`config.mk`:
```
export PLATFORM = sky130hd
export DESIGN_NAME = gpio_ports
export DESIGN_NICKNAME = d
export VERILOG_FILES = /design/src/gpio_pkg.sv /design/src/gpio_ports.sv
export SDC_FILE = /design/constraint.sdc
export NUM_CORES = 1
export LEC_CHECK = 0
export BUFFER_PORTS_ARGS = -buffer_cell sky130_fd_sc_hd__buf_2
export CAP_MARGIN = 20
export CORE_MARGIN = 10
export CORE_UTILIZATION = 45
export CTS_CLUSTER_DIAMETER = 80
export DETAILED_ROUTE_END_ITERATION = 10
export HOLD_SLACK_MARGIN = 0.06
export MAX_ROUTING_LAYER = met4
export PLACE_DENSITY = 0.81
export SKIP_LAST_GASP = 1
export SYNTH_ARGS = -nofsm -noshare
export SYNTH_HDL_FRONTEND = slang
export SYNTH_SLANG_ARGS = --single-unit
```
`constraint.sdc`:
```
create_clock -name ref_clk_in -period 2.5 [get_ports ref_clk_in]
set_input_delay 0.25 -clock ref_clk_in [delete_from_list [all_inputs] [get_ports ref_clk_in]]
set_output_delay 0.25 -clock ref_clk_in [all_outputs]
set_load 0.1 [all_outputs]
```
`src/gpio_pkg.sv`:
```
// package of register offsets, reset values and widths for the four-port gpio block
package gpio_pkg;
    // ****************************************
    // register map (byte addresses on apb)
    // ****************************************
    localparam logic [7:0] OFS_OD_LATCH   = 8'h00;
    localparam logic [7:0] OFS_OD_DIR     = 8'h04;
    localparam logic [7:0] OFS_KEY_LATCH  = 8'h08;
    localparam logic [7:0] OFS_KEY_DIR    = 8'h0C;
    localparam logic [7:0] OFS_KEY_PU     = 8'h10;
    localparam logic [7:0] OFS_AN_LATCH   = 8'h14;
    localparam logic [7:0] OFS_AN_DIR     = 8'h18;
    localparam logic [7:0] OFS_CLK_LATCH  = 8'h1C;
    localparam logic [7:0] OFS_CLK_DIR    = 8'h20;
    localparam logic [7:0] OFS_CLK_PU     = 8'h24;
    localparam logic [7:0] OFS_AN_CFG     = 8'h28;
    localparam logic [7:0] OFS_OSC_MODE   = 8'h2C;
    localparam logic [7:0] OFS_SERIAL     = 8'h30;
    localparam logic [7:0] OFS_STATUS     = 8'h34;
    // ****************************************
    // widths and reset values
    // ****************************************
    localparam int OD_W  = 2;
    localparam int KEY_W = 6;
    localparam int AN_W  = 4;
    localparam int CLK_W = 5;
    localparam logic [7:0] DIR_RESET   = 8'hFF;
    localparam logic [7:0] LATCH_RESET = 8'h00;
    localparam logic [7:0] PU_RESET    = 8'h00;
    localparam logic [7:0] OSC_RESET   = 8'h00;
    localparam logic [7:0] SER_RESET   = 8'h00;
    localparam logic [3:0] CFG_RESET   = 4'h0;
    // oscillator mode field positions
    localparam int OSC_MAIN_BIT = 0;
    localparam int OSC_SUB_BIT  = 1;
endpackage : gpio_pkg

```
`src/gpio_ports.sv`:
```
// gpio logic for the open-drain, key-input, analog-shared and clock-shared ports
// Functional notes
// - open-drain pins each have own direction bit
// - open-drain pins only pull low, never high
// - reset puts open-drain pins in input
// - open-drain input path stays on in output
// - key-input pins each have own direction bit
// - key pull-up only when input and enabled
// - reset puts key-input pins in input
// - key pin levels feed key-return detection
// - analog pins each have own direction bit
// - reset makes analog pins digital inputs
// - amplifier input pins legal modes, else prohibited
// - amplifier output pin legal modes, else prohibited
// - plain analog pin legal modes, else prohibited
// - clock pins each have own direction bit
// - only interrupt-shared clock pin has pull-up
// - reset puts clock pins in input
// - oscillator mode resets 00H, takes crystal pins
// - direction zero output, one input
// - direction registers reset to all ones
module gpio_ports (
    // clock and reset
    input  wire logic                      ref_clk_in,
    input  wire logic                      rst_in,
    // apb slave
    input  wire logic                      psel_in,
    input  wire logic                      penable_in,
    input  wire logic                      pwrite_in,
    input  wire logic [7:0]                paddr_in,
    input  wire logic [31:0]               pwdata_in,
    output logic      [31:0]               prdata_out,
    output logic                           pready_out,
    output logic                           pslverr_out,
    // open-drain port
    input  wire logic [gpio_pkg::OD_W-1:0] od_pin_in,
    output logic      [gpio_pkg::OD_W-1:0] od_pin_out,
    output logic      [gpio_pkg::OD_W-1:0] od_pin_oe_out,
    // key-input port
    input  wire logic [gpio_pkg::KEY_W-1:0] key_pin_in,
    output logic      [gpio_pkg::KEY_W-1:0] key_pin_out,
    output logic      [gpio_pkg::KEY_W-1:0] key_pin_oe_out,
    output logic      [gpio_pkg::KEY_W-1:0] key_pullup_out,
    output logic      [gpio_pkg::KEY_W-1:0] key_return_input_out,
    // analog-shared port
    input  wire logic [gpio_pkg::AN_W-1:0] an_pin_in,
    output logic      [gpio_pkg::AN_W-1:0] an_pin_out,
    output logic      [gpio_pkg::AN_W-1:0] an_pin_oe_out,
    output logic      [gpio_pkg::AN_W-1:0] an_analog_sel_out,
    output logic      [gpio_pkg::AN_W-1:0] an_convert_out,
    output logic                           amp_route_out,
    output logic                           an_prohibited_out,
    // clock-shared port
    input  wire logic [gpio_pkg::CLK_W-1:0] clk_pin_in,
    output logic      [gpio_pkg::CLK_W-1:0] clk_pin_out,
    output logic      [gpio_pkg::CLK_W-1:0] clk_pin_oe_out,
    output logic      [gpio_pkg::CLK_W-1:0] clk_pullup_out,
    output logic      [gpio_pkg::CLK_W-1:0] clk_osc_owned_out,
    // peripheral control levels
    input  wire logic [3:0]                converter_channel_select_in,
    input  wire logic                      amplifier_enable_in
);
    import gpio_pkg::*;

    // ****************************************
    // state
    // ****************************************
    typedef struct packed {
        logic [OD_W-1:0]  od_latch;
        logic [OD_W-1:0]  opendrain_port_direction;
        logic [KEY_W-1:0] key_latch;
        logic [KEY_W-1:0] keyin_port_direction;
        logic [KEY_W-1:0] keyin_pullup_enable;
        logic [AN_W-1:0]  an_latch;
        logic [AN_W-1:0]  analog_port_direction;
        logic [CLK_W-1:0] clk_latch;
        logic [CLK_W-1:0] clkpin_port_direction;
        logic             clkpin_pullup_enable;
        logic [3:0]       analog_digital_pin_config;
        logic [7:0]       oscillator_mode_select;
        logic [7:0]       serial_mode_reg;
        logic [7:0]       serial_clock_select_reg;
        logic [31:0]      rdata;
        logic             slverr;
    } state_t;

    state_t s_q;
    state_t s_d;
    logic [31:0] rd_val;
    logic        hit;
    logic        acc;
    logic [AN_W-1:0] an_sel;
    logic [CLK_W-1:0] osc_own;

    // ****************************************
    // read mux and decode
    // ****************************************
    assign acc = psel_in && penable_in;
    // one-hot selection of the converter channel among this port
    always_comb begin
        an_sel = '0;
        if (converter_channel_select_in[3:2] == 2'h2) begin
            an_sel[converter_channel_select_in[1:0]] = 1'b1;
        end
    end
    // crystal pins taken by oscillator mode
    assign osc_own = {{2{s_q.oscillator_mode_select[OSC_SUB_BIT]}},
                      {2{s_q.oscillator_mode_select[OSC_MAIN_BIT]}}, 1'b0};

    always_comb begin
        rd_val = 32'h0000_0000;
        hit    = 1'b1;
        unique case (paddr_in)
            // open-drain pins always read the pin level
            OFS_OD_LATCH:  rd_val[OD_W-1:0] = od_pin_in;
            OFS_OD_DIR:    rd_val[OD_W-1:0] = s_q.opendrain_port_direction;
            OFS_KEY_LATCH: rd_val[KEY_W-1:0] = (s_q.keyin_port_direction & key_pin_in)
                                             | (~s_q.keyin_port_direction & s_q.key_latch);
            OFS_KEY_DIR:   rd_val[KEY_W-1:0] = s_q.keyin_port_direction;
            OFS_KEY_PU:    rd_val[KEY_W-1:0] = s_q.keyin_pullup_enable;
            OFS_AN_LATCH:  rd_val[AN_W-1:0] = (s_q.analog_port_direction & an_pin_in)
                                            | (~s_q.analog_port_direction & s_q.an_latch);
            OFS_AN_DIR:    rd_val[AN_W-1:0] = s_q.analog_port_direction;
            OFS_CLK_LATCH: rd_val[CLK_W-1:0] = (s_q.clkpin_port_direction & clk_pin_in)
                                             | (~s_q.clkpin_port_direction & s_q.clk_latch);
            OFS_CLK_DIR:   rd_val[CLK_W-1:0] = s_q.clkpin_port_direction;
            OFS_CLK_PU:    rd_val[0] = s_q.clkpin_pullup_enable;
            OFS_AN_CFG:    rd_val[3:0] = s_q.analog_digital_pin_config;
            OFS_OSC_MODE:  rd_val[7:0] = s_q.oscillator_mode_select;
            OFS_SERIAL:    rd_val[15:0] = {s_q.serial_clock_select_reg, s_q.serial_mode_reg};
            OFS_STATUS:    rd_val[0] = an_prohibited_out;
            default: begin
                hit = 1'b0;
            end
        endcase
    end

    // ****************************************
    // next state
    // ****************************************
    always_comb begin
        s_d = s_q;
        if (acc && pwrite_in && hit) begin
            unique case (paddr_in)
                OFS_OD_LATCH:  s_d.od_latch = pwdata_in[OD_W-1:0];
                OFS_OD_DIR:    s_d.opendrain_port_direction = pwdata_in[OD_W-1:0];
                OFS_KEY_LATCH: s_d.key_latch = pwdata_in[KEY_W-1:0];
                OFS_KEY_DIR:   s_d.keyin_port_direction = pwdata_in[KEY_W-1:0];
                OFS_KEY_PU:    s_d.keyin_pullup_enable = pwdata_in[KEY_W-1:0];
                OFS_AN_LATCH:  s_d.an_latch = pwdata_in[AN_W-1:0];
                OFS_AN_DIR:    s_d.analog_port_direction = pwdata_in[AN_W-1:0];
                OFS_CLK_LATCH: s_d.clk_latch = pwdata_in[CLK_W-1:0];
                OFS_CLK_DIR:   s_d.clkpin_port_direction = pwdata_in[CLK_W-1:0];
                OFS_CLK_PU:    s_d.clkpin_pullup_enable = pwdata_in[0];
                OFS_AN_CFG:    s_d.analog_digital_pin_config = pwdata_in[3:0];
                OFS_OSC_MODE:  s_d.oscillator_mode_select = pwdata_in[7:0];
                OFS_SERIAL: begin
                    s_d.serial_mode_reg = pwdata_in[7:0];
                    s_d.serial_clock_select_reg = pwdata_in[15:8];
                end
                default: begin
                    s_d.slverr = 1'b0;
                end
            endcase
        end
        // read word and error flag taken at the setup edge,
        // so both stand from flip-flops in the access phase
        if (psel_in && !penable_in) begin
            s_d.rdata  = rd_val;
            s_d.slverr = ~hit;
        end
        if (rst_in) begin
            s_d.od_latch                  = LATCH_RESET[OD_W-1:0];
            s_d.opendrain_port_direction  = DIR_RESET[OD_W-1:0];
            s_d.key_latch                 = LATCH_RESET[KEY_W-1:0];
            s_d.keyin_port_direction      = DIR_RESET[KEY_W-1:0];
            s_d.keyin_pullup_enable       = PU_RESET[KEY_W-1:0];
            s_d.an_latch                  = LATCH_RESET[AN_W-1:0];
            s_d.analog_port_direction     = DIR_RESET[AN_W-1:0];
            s_d.clk_latch                 = LATCH_RESET[CLK_W-1:0];
            s_d.clkpin_port_direction     = DIR_RESET[CLK_W-1:0];
            s_d.clkpin_pullup_enable      = PU_RESET[0];
            s_d.analog_digital_pin_config = CFG_RESET;
            s_d.oscillator_mode_select    = OSC_RESET;
            s_d.serial_mode_reg           = SER_RESET;
            s_d.serial_clock_select_reg   = SER_RESET;
            s_d.rdata                     = 32'h0000_0000;
            s_d.slverr                    = 1'b0;
        end
    end

    // state register
    always_ff @(posedge ref_clk_in) begin
        s_q <= s_d;
    end

    // ****************************************
    // apb answer
    // ****************************************
    assign pready_out  = 1'b1; // zero wait states
    assign prdata_out  = s_q.rdata; // held from the setup edge
    assign pslverr_out = acc && s_q.slverr;

    // ****************************************
    // pin drivers
    // ****************************************
    // open-drain: drive low only, release on latch one
    assign od_pin_out    = '0;
    assign od_pin_oe_out = ~s_q.opendrain_port_direction & ~s_q.od_latch;

    // key-input port, pull-up only in input mode
    assign key_pin_out          = s_q.key_latch;
    assign key_pin_oe_out       = ~s_q.keyin_port_direction;
    assign key_pullup_out       = s_q.keyin_port_direction & s_q.keyin_pullup_enable;
    assign key_return_input_out = key_pin_in;

    // analog port: digital buffer off when analog selected
    genvar gi;
    generate
        for (gi = 0; gi < AN_W; gi++) begin : g_an
            assign an_pin_out[gi]    = s_q.an_latch[gi];
            assign an_pin_oe_out[gi] = ~s_q.analog_port_direction[gi]
                                     & ~s_q.analog_digital_pin_config[gi];
            assign an_analog_sel_out[gi] = s_q.analog_digital_pin_config[gi];
            // pin 1 carries amp output when enabled; pins 0, 2 feed amp
            assign an_convert_out[gi] = s_q.analog_digital_pin_config[gi] & an_sel[gi];
        end
    endgenerate
    assign amp_route_out = amplifier_enable_in & (&s_q.analog_digital_pin_config[2:0]);

    // prohibited combination flag
    always_comb begin
        an_prohibited_out = 1'b0;
        // amplifier enabled while an amp pin is digital
        if (amplifier_enable_in && !(&s_q.analog_digital_pin_config[2:0])) begin
            an_prohibited_out = 1'b1;
        end
        // amplifier input selected for conversion
        if (amplifier_enable_in && (an_sel[0] || an_sel[2])) begin
            an_prohibited_out = 1'b1;
        end
        // analog mode with output direction
        if (|(s_q.analog_digital_pin_config & ~s_q.analog_port_direction)) begin
            an_prohibited_out = 1'b1;
        end
    end

    // clock port: crystal pins override direction and latch
    assign clk_pin_out       = s_q.clk_latch & ~osc_own;
    assign clk_pin_oe_out    = ~s_q.clkpin_port_direction & ~osc_own;
    assign clk_pullup_out    = {{(CLK_W-1){1'b0}},
                                s_q.clkpin_port_direction[0] & s_q.clkpin_pullup_enable};
    assign clk_osc_owned_out = osc_own;

    // ****************************************
    // assertions
    // ****************************************
    // open-drain port
    a_od_never_high: assert property (@(posedge ref_clk_in) disable iff (rst_in)
        (od_pin_oe_out & s_q.od_latch) == '0)
        else $error("open-drain drives with latch one");

    a_od_reset_in: assert property (@(posedge ref_clk_in)
        rst_in |=> od_pin_oe_out == '0)
        else $error("open-drain not input after reset");

    a_od_dir_write: assert property (@(posedge ref_clk_in) disable iff (rst_in)
        acc && pwrite_in && paddr_in == OFS_OD_DIR |=>
        s_q.opendrain_port_direction == $past(pwdata_in[OD_W-1:0]))
        else $error("open-drain direction not written");

    a_od_read_pin: assert property (@(posedge ref_clk_in) disable iff (rst_in)
        acc && !pwrite_in && paddr_in == OFS_OD_LATCH |->
        prdata_out[OD_W-1:0] == $past(od_pin_in))
        else $error("open-drain read not pin level");

    // key-input port
    a_key_reset_in: assert property (@(posedge ref_clk_in)
        rst_in |=> key_pin_oe_out == '0 && key_pullup_out == '0)
        else $error("key pins not input");

    a_key_pu_gate: assert property (@(posedge ref_clk_in) disable iff (rst_in)
        (key_pullup_out & key_pin_oe_out) == '0)
        else $error("pull-up on output pin");

    a_dir_write: assert property (@(posedge ref_clk_in) disable iff (rst_in)
        acc && pwrite_in && paddr_in == OFS_KEY_DIR |=>
        key_pin_oe_out == ~$past(pwdata_in[KEY_W-1:0]))
        else $error("key direction not written");

    a_key_read: assert property (@(posedge ref_clk_in) disable iff (rst_in)
        acc && !pwrite_in && paddr_in == OFS_KEY_LATCH && s_q.keyin_port_direction == '1
        |-> prdata_out[KEY_W-1:0] == $past(key_pin_in))
        else $error("key read not pin level");

    a_key_return: assert property (@(posedge ref_clk_in) disable iff (rst_in)
        key_return_input_out == key_pin_in)
        else $error("key return level differs from pin");

    // analog-shared port
    a_an_reset_dig: assert property (@(posedge ref_clk_in)
        rst_in |=> an_analog_sel_out == '0 && an_pin_oe_out == '0)
        else $error("analog not digital in");

    a_an_dir_write: assert property (@(posedge ref_clk_in) disable iff (rst_in)
        acc && pwrite_in && paddr_in == OFS_AN_DIR |=>
        s_q.analog_port_direction == $past(pwdata_in[AN_W-1:0]))
        else $error("analog direction not written");

    a_an_no_drive: assert property (@(posedge ref_clk_in) disable iff (rst_in)
        (an_pin_oe_out & an_analog_sel_out) == '0)
        else $error("analog pin drives digitally");

    a_amp_route: assert property (@(posedge ref_clk_in) disable iff (rst_in)
        amp_route_out |-> amplifier_enable_in && an_analog_sel_out[2:0] == 3'h7)
        else $error("amplifier routed without analog pins");

    // clock-shared port
    a_clk_reset_in: assert property (@(posedge ref_clk_in)
        rst_in |=> clk_pin_oe_out == '0 && clk_osc_owned_out == '0)
        else $error("clock pins not input");

    a_clk_pu_only: assert property (@(posedge ref_clk_in) disable iff (rst_in)
        clk_pullup_out[CLK_W-1:1] == '0)
        else $error("pull-up on wrong clock pin");

    a_osc_take: assert property (@(posedge ref_clk_in) disable iff (rst_in)
        (clk_pin_oe_out & clk_osc_owned_out) == '0)
        else $error("crystal pin driven");

    a_clk_dir_write: assert property (@(posedge ref_clk_in) disable iff (rst_in)
        acc && pwrite_in && paddr_in == OFS_CLK_DIR |=>
        s_q.clkpin_port_direction == $past(pwdata_in[CLK_W-1:0]))
        else $error("clock direction not written");

    // main scenarios reached
    c_od_drive_low: cover property (@(posedge ref_clk_in) od_pin_oe_out != '0);
    c_amp_route: cover property (@(posedge ref_clk_in) amp_route_out);
    c_osc_owned: cover property (@(posedge ref_clk_in) clk_osc_owned_out != '0);
    c_key_pullup: cover property (@(posedge ref_clk_in) key_pullup_out != '0);
    c_an_prohib: cover property (@(posedge ref_clk_in) an_prohibited_out);
endmodule : gpio_ports

```
# Word level (Yosys, flattened, before mapping)
# Index checks and enable logic that the tools add are counted.
[word_totals]
output_inout_bits = 100
reg_bits = 86
in_bits = 67
word_cells = 120
[op_classes]
eq_ne = 15
muxes = 17
bitwise_logic = 39
n_lt_le_gt_ge = 2
reduce_logical = 31
[op_table]
columns = ["op", "count"]
rows = [
  ["$eq 8x6->1 const B", 6],
  ["$eq 8x5->1 const B", 4],
  ["$reduce_and 2->1", 14],
  ["$and 5x5->5", 4],
  ["$pmux 2 s10", 1],
  ["$and 6x6->6", 3],
  ["$eq 8x4->1 const B", 2],
  ["$pmux 1 s14", 1],
  ["$reduce_or 14->1", 1],
  ["$reduce_or 13->1", 1],
  ["$and 4x4->4", 3],
  ["$pmux 1 s12", 1],
  ["$and 1x1->1", 10],
  ["$not 5->5", 2],
  ["$not 1->1", 9],
  ["$eq 8x3->1 const B", 1],
  ["$logic_and 1x1->1", 8],
  ["$logic_not 8->1", 1],
  ["$mux 1", 8],
  ["$mux 8", 1],
  ["$pmux 1 s7", 1],
  ["$not 6->6", 1],
  ["$or 6x6->6", 1],
  ["$or 5x5->5", 1],
  ["17 further kinds", 19],
]

# Logic depth before layout (Yosys ltp)
[depth]
depth_word = 10
mapped_depth = 8
depth_no_buf = 5

# Least setup slack after synthesis
# No wires, ideal clock.
[synth_path]
path_kind = "reg2out"
start = "register s_q (netlist bit an_analog_sel_out[1])"
end = "output port an_convert_out[1] in the netlist's numbering"
n_path_buf = 0
path_stages_with_launch = 3
setup_slack_ns = -0.232
required_ns = 2.250
arrival_time_ns = 2.482
cell_sequence = "dfxtp_1 nand2_1 nor3_1"
[synth_between]
elab_chain_len = 1
[synth_rtl]
columns = ["element", "line", "rtl"]
rows = [
  ["start, declared", "gpio_ports.sv:87", "state_t s_q;"],
  ["start signal, assigned", "gpio_ports.sv:194", "s_q <= s_d;"],
  ["$and 1x1->1", "gpio_ports.sv:226", "assign an_convert_out[gi] = s_q.analog_digital_pin_config[gi] & an_sel[gi];"],
  ["end, declared", "gpio_ports.sv:50", "output logic [gpio_pkg::AN_W-1:0] an_convert_out,"],
]
# No other way between the ends.

# Final worst setup path
[layout_path]
start = "register s_q (netlist bit an_analog_sel_out[1])"
end = "output port an_prohibited_out"
[layout_between]
elab_chain_len = 6
word_cells_on_any_way = 8
classes_between = "mux (3); bitwise (1); reduce/logical (4)"
[layout_rtl]
columns = ["element", "line", "rtl"]
rows = [
  ["$reduce_and 3->1", "gpio_ports.sv:235", "if (amplifier_enable_in && !(&s_q.analog_digital_pin_config[2:0])) begin"],
  ["$logic_not 1->1", "gpio_ports.sv:235", ""],
  ["$logic_and 1x1->1", "gpio_ports.sv:235", ""],
  ["$mux 1", "gpio_ports.sv:235", ""],
  ["$mux 1", "gpio_ports.sv:239", "if (amplifier_enable_in && (an_sel[0] || an_sel[2])) begin"],
  ["$mux 1 *", "gpio_ports.sv:243", "if (|(s_q.analog_digital_pin_config & ~s_q.analog_port_direction)) begin"],
  ["end, declared", "gpio_ports.sv:52", "output logic an_prohibited_out,"],
]
# Mark *: on every way between the ends. The rest lies on a longest branch, timed or not.

==> reports/metrics.cfg <==
[run_status]
status = complete, no violations

[clock_network]
htreeDepth = 3
clkSlewWorstSetupHoldPaths_ns = 0.09
cts_buffers = 9
postCtsResizedCells = 0
post_cts_buffers = 0
cts_tree = yes
clockBufferDepth = 2
clk_latency_ns = 0.35
cts-hold-fix-buffers = 0
cts_root_buf = clkbuf_8
clock_sinks = 86

[min_path]
hp-class = primary input to flop
holdPathEnd = s_q[34]
min_from = pwdata_in[9]
min_path_cells = 3

[critical_path]
cp.required_ns = 2.25
cp.buffers_inverters = 1
end_kind = output pin
crit_type = flop to output pin
path_delay_family = flip-flops
r2r_end = prdata_out[1]
crit_chain = nand3_1 -> o21ai_0 -> o2111ai_2 -> buf_2
slowest_delay_ns = 0.49
arrival_ns = 1.79
rr_startpoint = s_q[73]
crit_path_start_kind = flop
worstPathMaxFanout = 7
reg2reg_slack_ns = 0.84
r2r_cells = 4
cp_slowest_cell = dfxtp_1

[drt]
vias = 4462
dr.pass1.iters = 5
antenna_left = 0
viasPerCell = 5.60
routedWlPerCell_um = 19.3
drc = 0
drt_iter0_markers = 421
routed_wl_um = 15400

[sta]
totalNegativeSetupSlack_ns = 0
tightestPinTransition_ns = 0.731
fin_crit_sh_pct = 81.4
layout_min_cycle_time_ns = 2.04
hold_ws_ns = 0.131
worst_slack_ns = 0.464
hold_viol_final = 0
rsz0062_at_grt = no
setup_viol = 0
drv_slew = 0
fmax_mhz = 491
relSlewSlack_pct = 51.3
fin_skew_ns = 0.00612

[yosys]
yosys.area_share.simple_pct = 26.1
synth_xor_area_share_pct = 0
ys.flop_type = dfxtp_1
netlist_instances = 589
yosys.cell_types.count = 60
syn_area_per_cell_um2 = 8.19
synth_edf_count = 0
netlist_area_um2 = 4820
ys.warnings.count = 0
synthArstFlopShare_pct = 0
synth_compound_area_share_pct = 14.6
muxShareOfSynthArea_pct = 8.27
synth_seq_cells = 86
yosysSeqAreaShare_pct = 35.7
synth_top_family_by_area = simple AND/OR/NAND/NOR gates
synth_fa_ha_area_share_pct = 0

[cells_and_area]
synthToLayoutAreaGrowth_pct = 11.7
nets = 724
antenna_cells = 0
final_core_util_pct = 52.0
drive_above_1_share_pct = 27.7

[floorplan]
die_w_um = 124
die_y_um = 124
start_util_pct = 46.5
io-pin-count = 167
die_area_um2 = 15300
num_rows = 37
fp.coreArea_um2 = 10400

[flow_run]
timing.max_cap.violations = 0

[placed_design]
port_buffers = 126
dpl_worst_slack_ns = 0.436
gp_congestion = 0.929
dp_hpwl_um = 11600

[power]
cellPowerDensity_nw_per_um2 = 568
p_leak_nw = 2.42
vdd_ir_drop_max_v = 0.000256

[grt]
grt_pass1_wl_um = 24100
antenna_found_initial = 0
first_global_vias = 4440
grt_overflow = 0
grt.total_usage_pct = 20.5
grt_max_degree = 70

==> per-layer routing <==
| layer | wire length (um) | GRT usage (%) |
|---|---|---|
| met3 | 1230 | 3.83 |
| met4 | 254 | 5.82 |
| met2 | 7330 | 32.3 |
| met5 | 0 | - |
| met1 | 6610 | 26.4 |
==> how the worst max path moves through the flow <==
stage                                    start           endpoint  slack [ns]  depth (start not counted)
after floorplan           an_analog_sel_out[1]      amp_route_out        0.49                          2
after global placement             paddr_in[3]            s_q[73]        0.49                          5
after detailed placement           paddr_in[3]            s_q[73]        0.44                          5
after CTS                 an_analog_sel_out[1]  an_prohibited_out        0.49                          4
after global routing      an_analog_sel_out[1]  an_prohibited_out        0.35                          4
final                     an_analog_sel_out[1]  an_prohibited_out        0.46                          4
==> tightest hold or removal path, cell delays in order <==
cell,delay [ns]
buf_2,0.09
nand2_1,0.05
a21oi_1,0.05
==> metrics by stage <==
step | instances | power [mW] | cell area, um^2
global placement | 782 | 1.89 | 5150
floorplan | 611 | 1.84 | 4920
CTS | 797 | 3.05 | 5390
finish | 797 | 3.06 | 5390
detailed placement | 782 | 1.90 | 5150
global route | 797 | 3.13 | 5390
==> layout make-up <==
class                   count  area, um^2
repair buffers            139         728
clock inverters             4        95.1
inverters                  17        63.8
clock buffers              11         141
multi-input cells         404        2470
fillers                  1022        4980
flip-flops and latches     86        1720
well taps                 136         170
==> cell usage in the layout (no fill, tap or decap), drive strengths merged, types with 3 or more instances in the layout <==
| master | netlist | layout |
|---|---|---|
| buf | 85 | 139 |
| nand2 | 89 | 89 |
| dfxtp | 86 | 86 |
| nor2 | 54 | 54 |
| a21oi | 37 | 37 |
| nand3 | 36 | 36 |
| mux2i | 32 | 32 |
| conb | 2 | 24 |
| inv | 16 | 16 |
| o21ai | 14 | 14 |
| a22oi | 12 | 12 |
| o211ai | 12 | 12 |
| clkbuf | 19 | 11 |
| nor2b | 9 | 9 |
| and2 | 8 | 8 |
| and3 | 7 | 7 |
| nor4b | 6 | 6 |
| nor3 | 6 | 6 |
| mux2 | 5 | 5 |
| a221oi | 4 | 4 |
| a311oi | 4 | 4 |
| nor3b | 4 | 4 |
| nor4 | 4 | 4 |
| nand2b | 3 | 3 |
| a211oi | 3 | 3 |
| a32o | 3 | 3 |
| bufinv | 0 | 3 |
==> Yosys cell counts (all sizes together), types with 2 or more instances <==
cell type  instances  area [um^2]
a211oi             3         22.5
a21oi             37          185
a221oi             4         35.0
a22oi             12         90.1
a311oi             4         35.0
a32o               3         30.0
a32oi              2         17.5
a41oi              2         17.5
and2               8         50.1
and3               7         43.8
buf               85          599
clkbuf            19         71.3
conb               2         7.51
dfxtp             86         1720
inv               16         60.1
mux2               5         56.3
mux2i             32          320
nand2             89          337
nand2b             3         18.8
nand3             36          190
nand3b             2         15.0
nand4              2         12.5
nand4b             2         17.5
nor2              54          223
nor2b              9         56.3
nor3               6         41.3
nor3b              4         35.0
nor4               4         76.3
nor4b              6         92.6
o211ai            12         90.1
o21ai             14         70.1
o221ai             2         17.5
o31a               2         17.5
o32ai              2         25.0
or4b               2         23.8
==> kinds of logic after synthesis <==
| group | Yosys count |
|---|---|
| AOI/OAI and AO/OA | 105 |
| and+or+nand+nor | 237 |
| buffers and inverters | 121 |
| DFF | 86 |
| muxes | 38 |
| other | 2 |
==> power breakdown <==
group	internal, mW	switching (mW)	leakage (nW)
clock	0.685	0.504	0.119
sequential	1.38	0.00351	0.694
combinational	0.0860	0.406	1.60
==> flip-flops by register name, summed over array words and instances (netlist names) <==
register / cells
s_q: 54
an_pin_out: 4
key_pin_out: 6
clk_osc_owned_out: 2
an_analog_sel_out: 4
prdata_out: 16
Note: power is estimated with default switching activity, not from simulation.
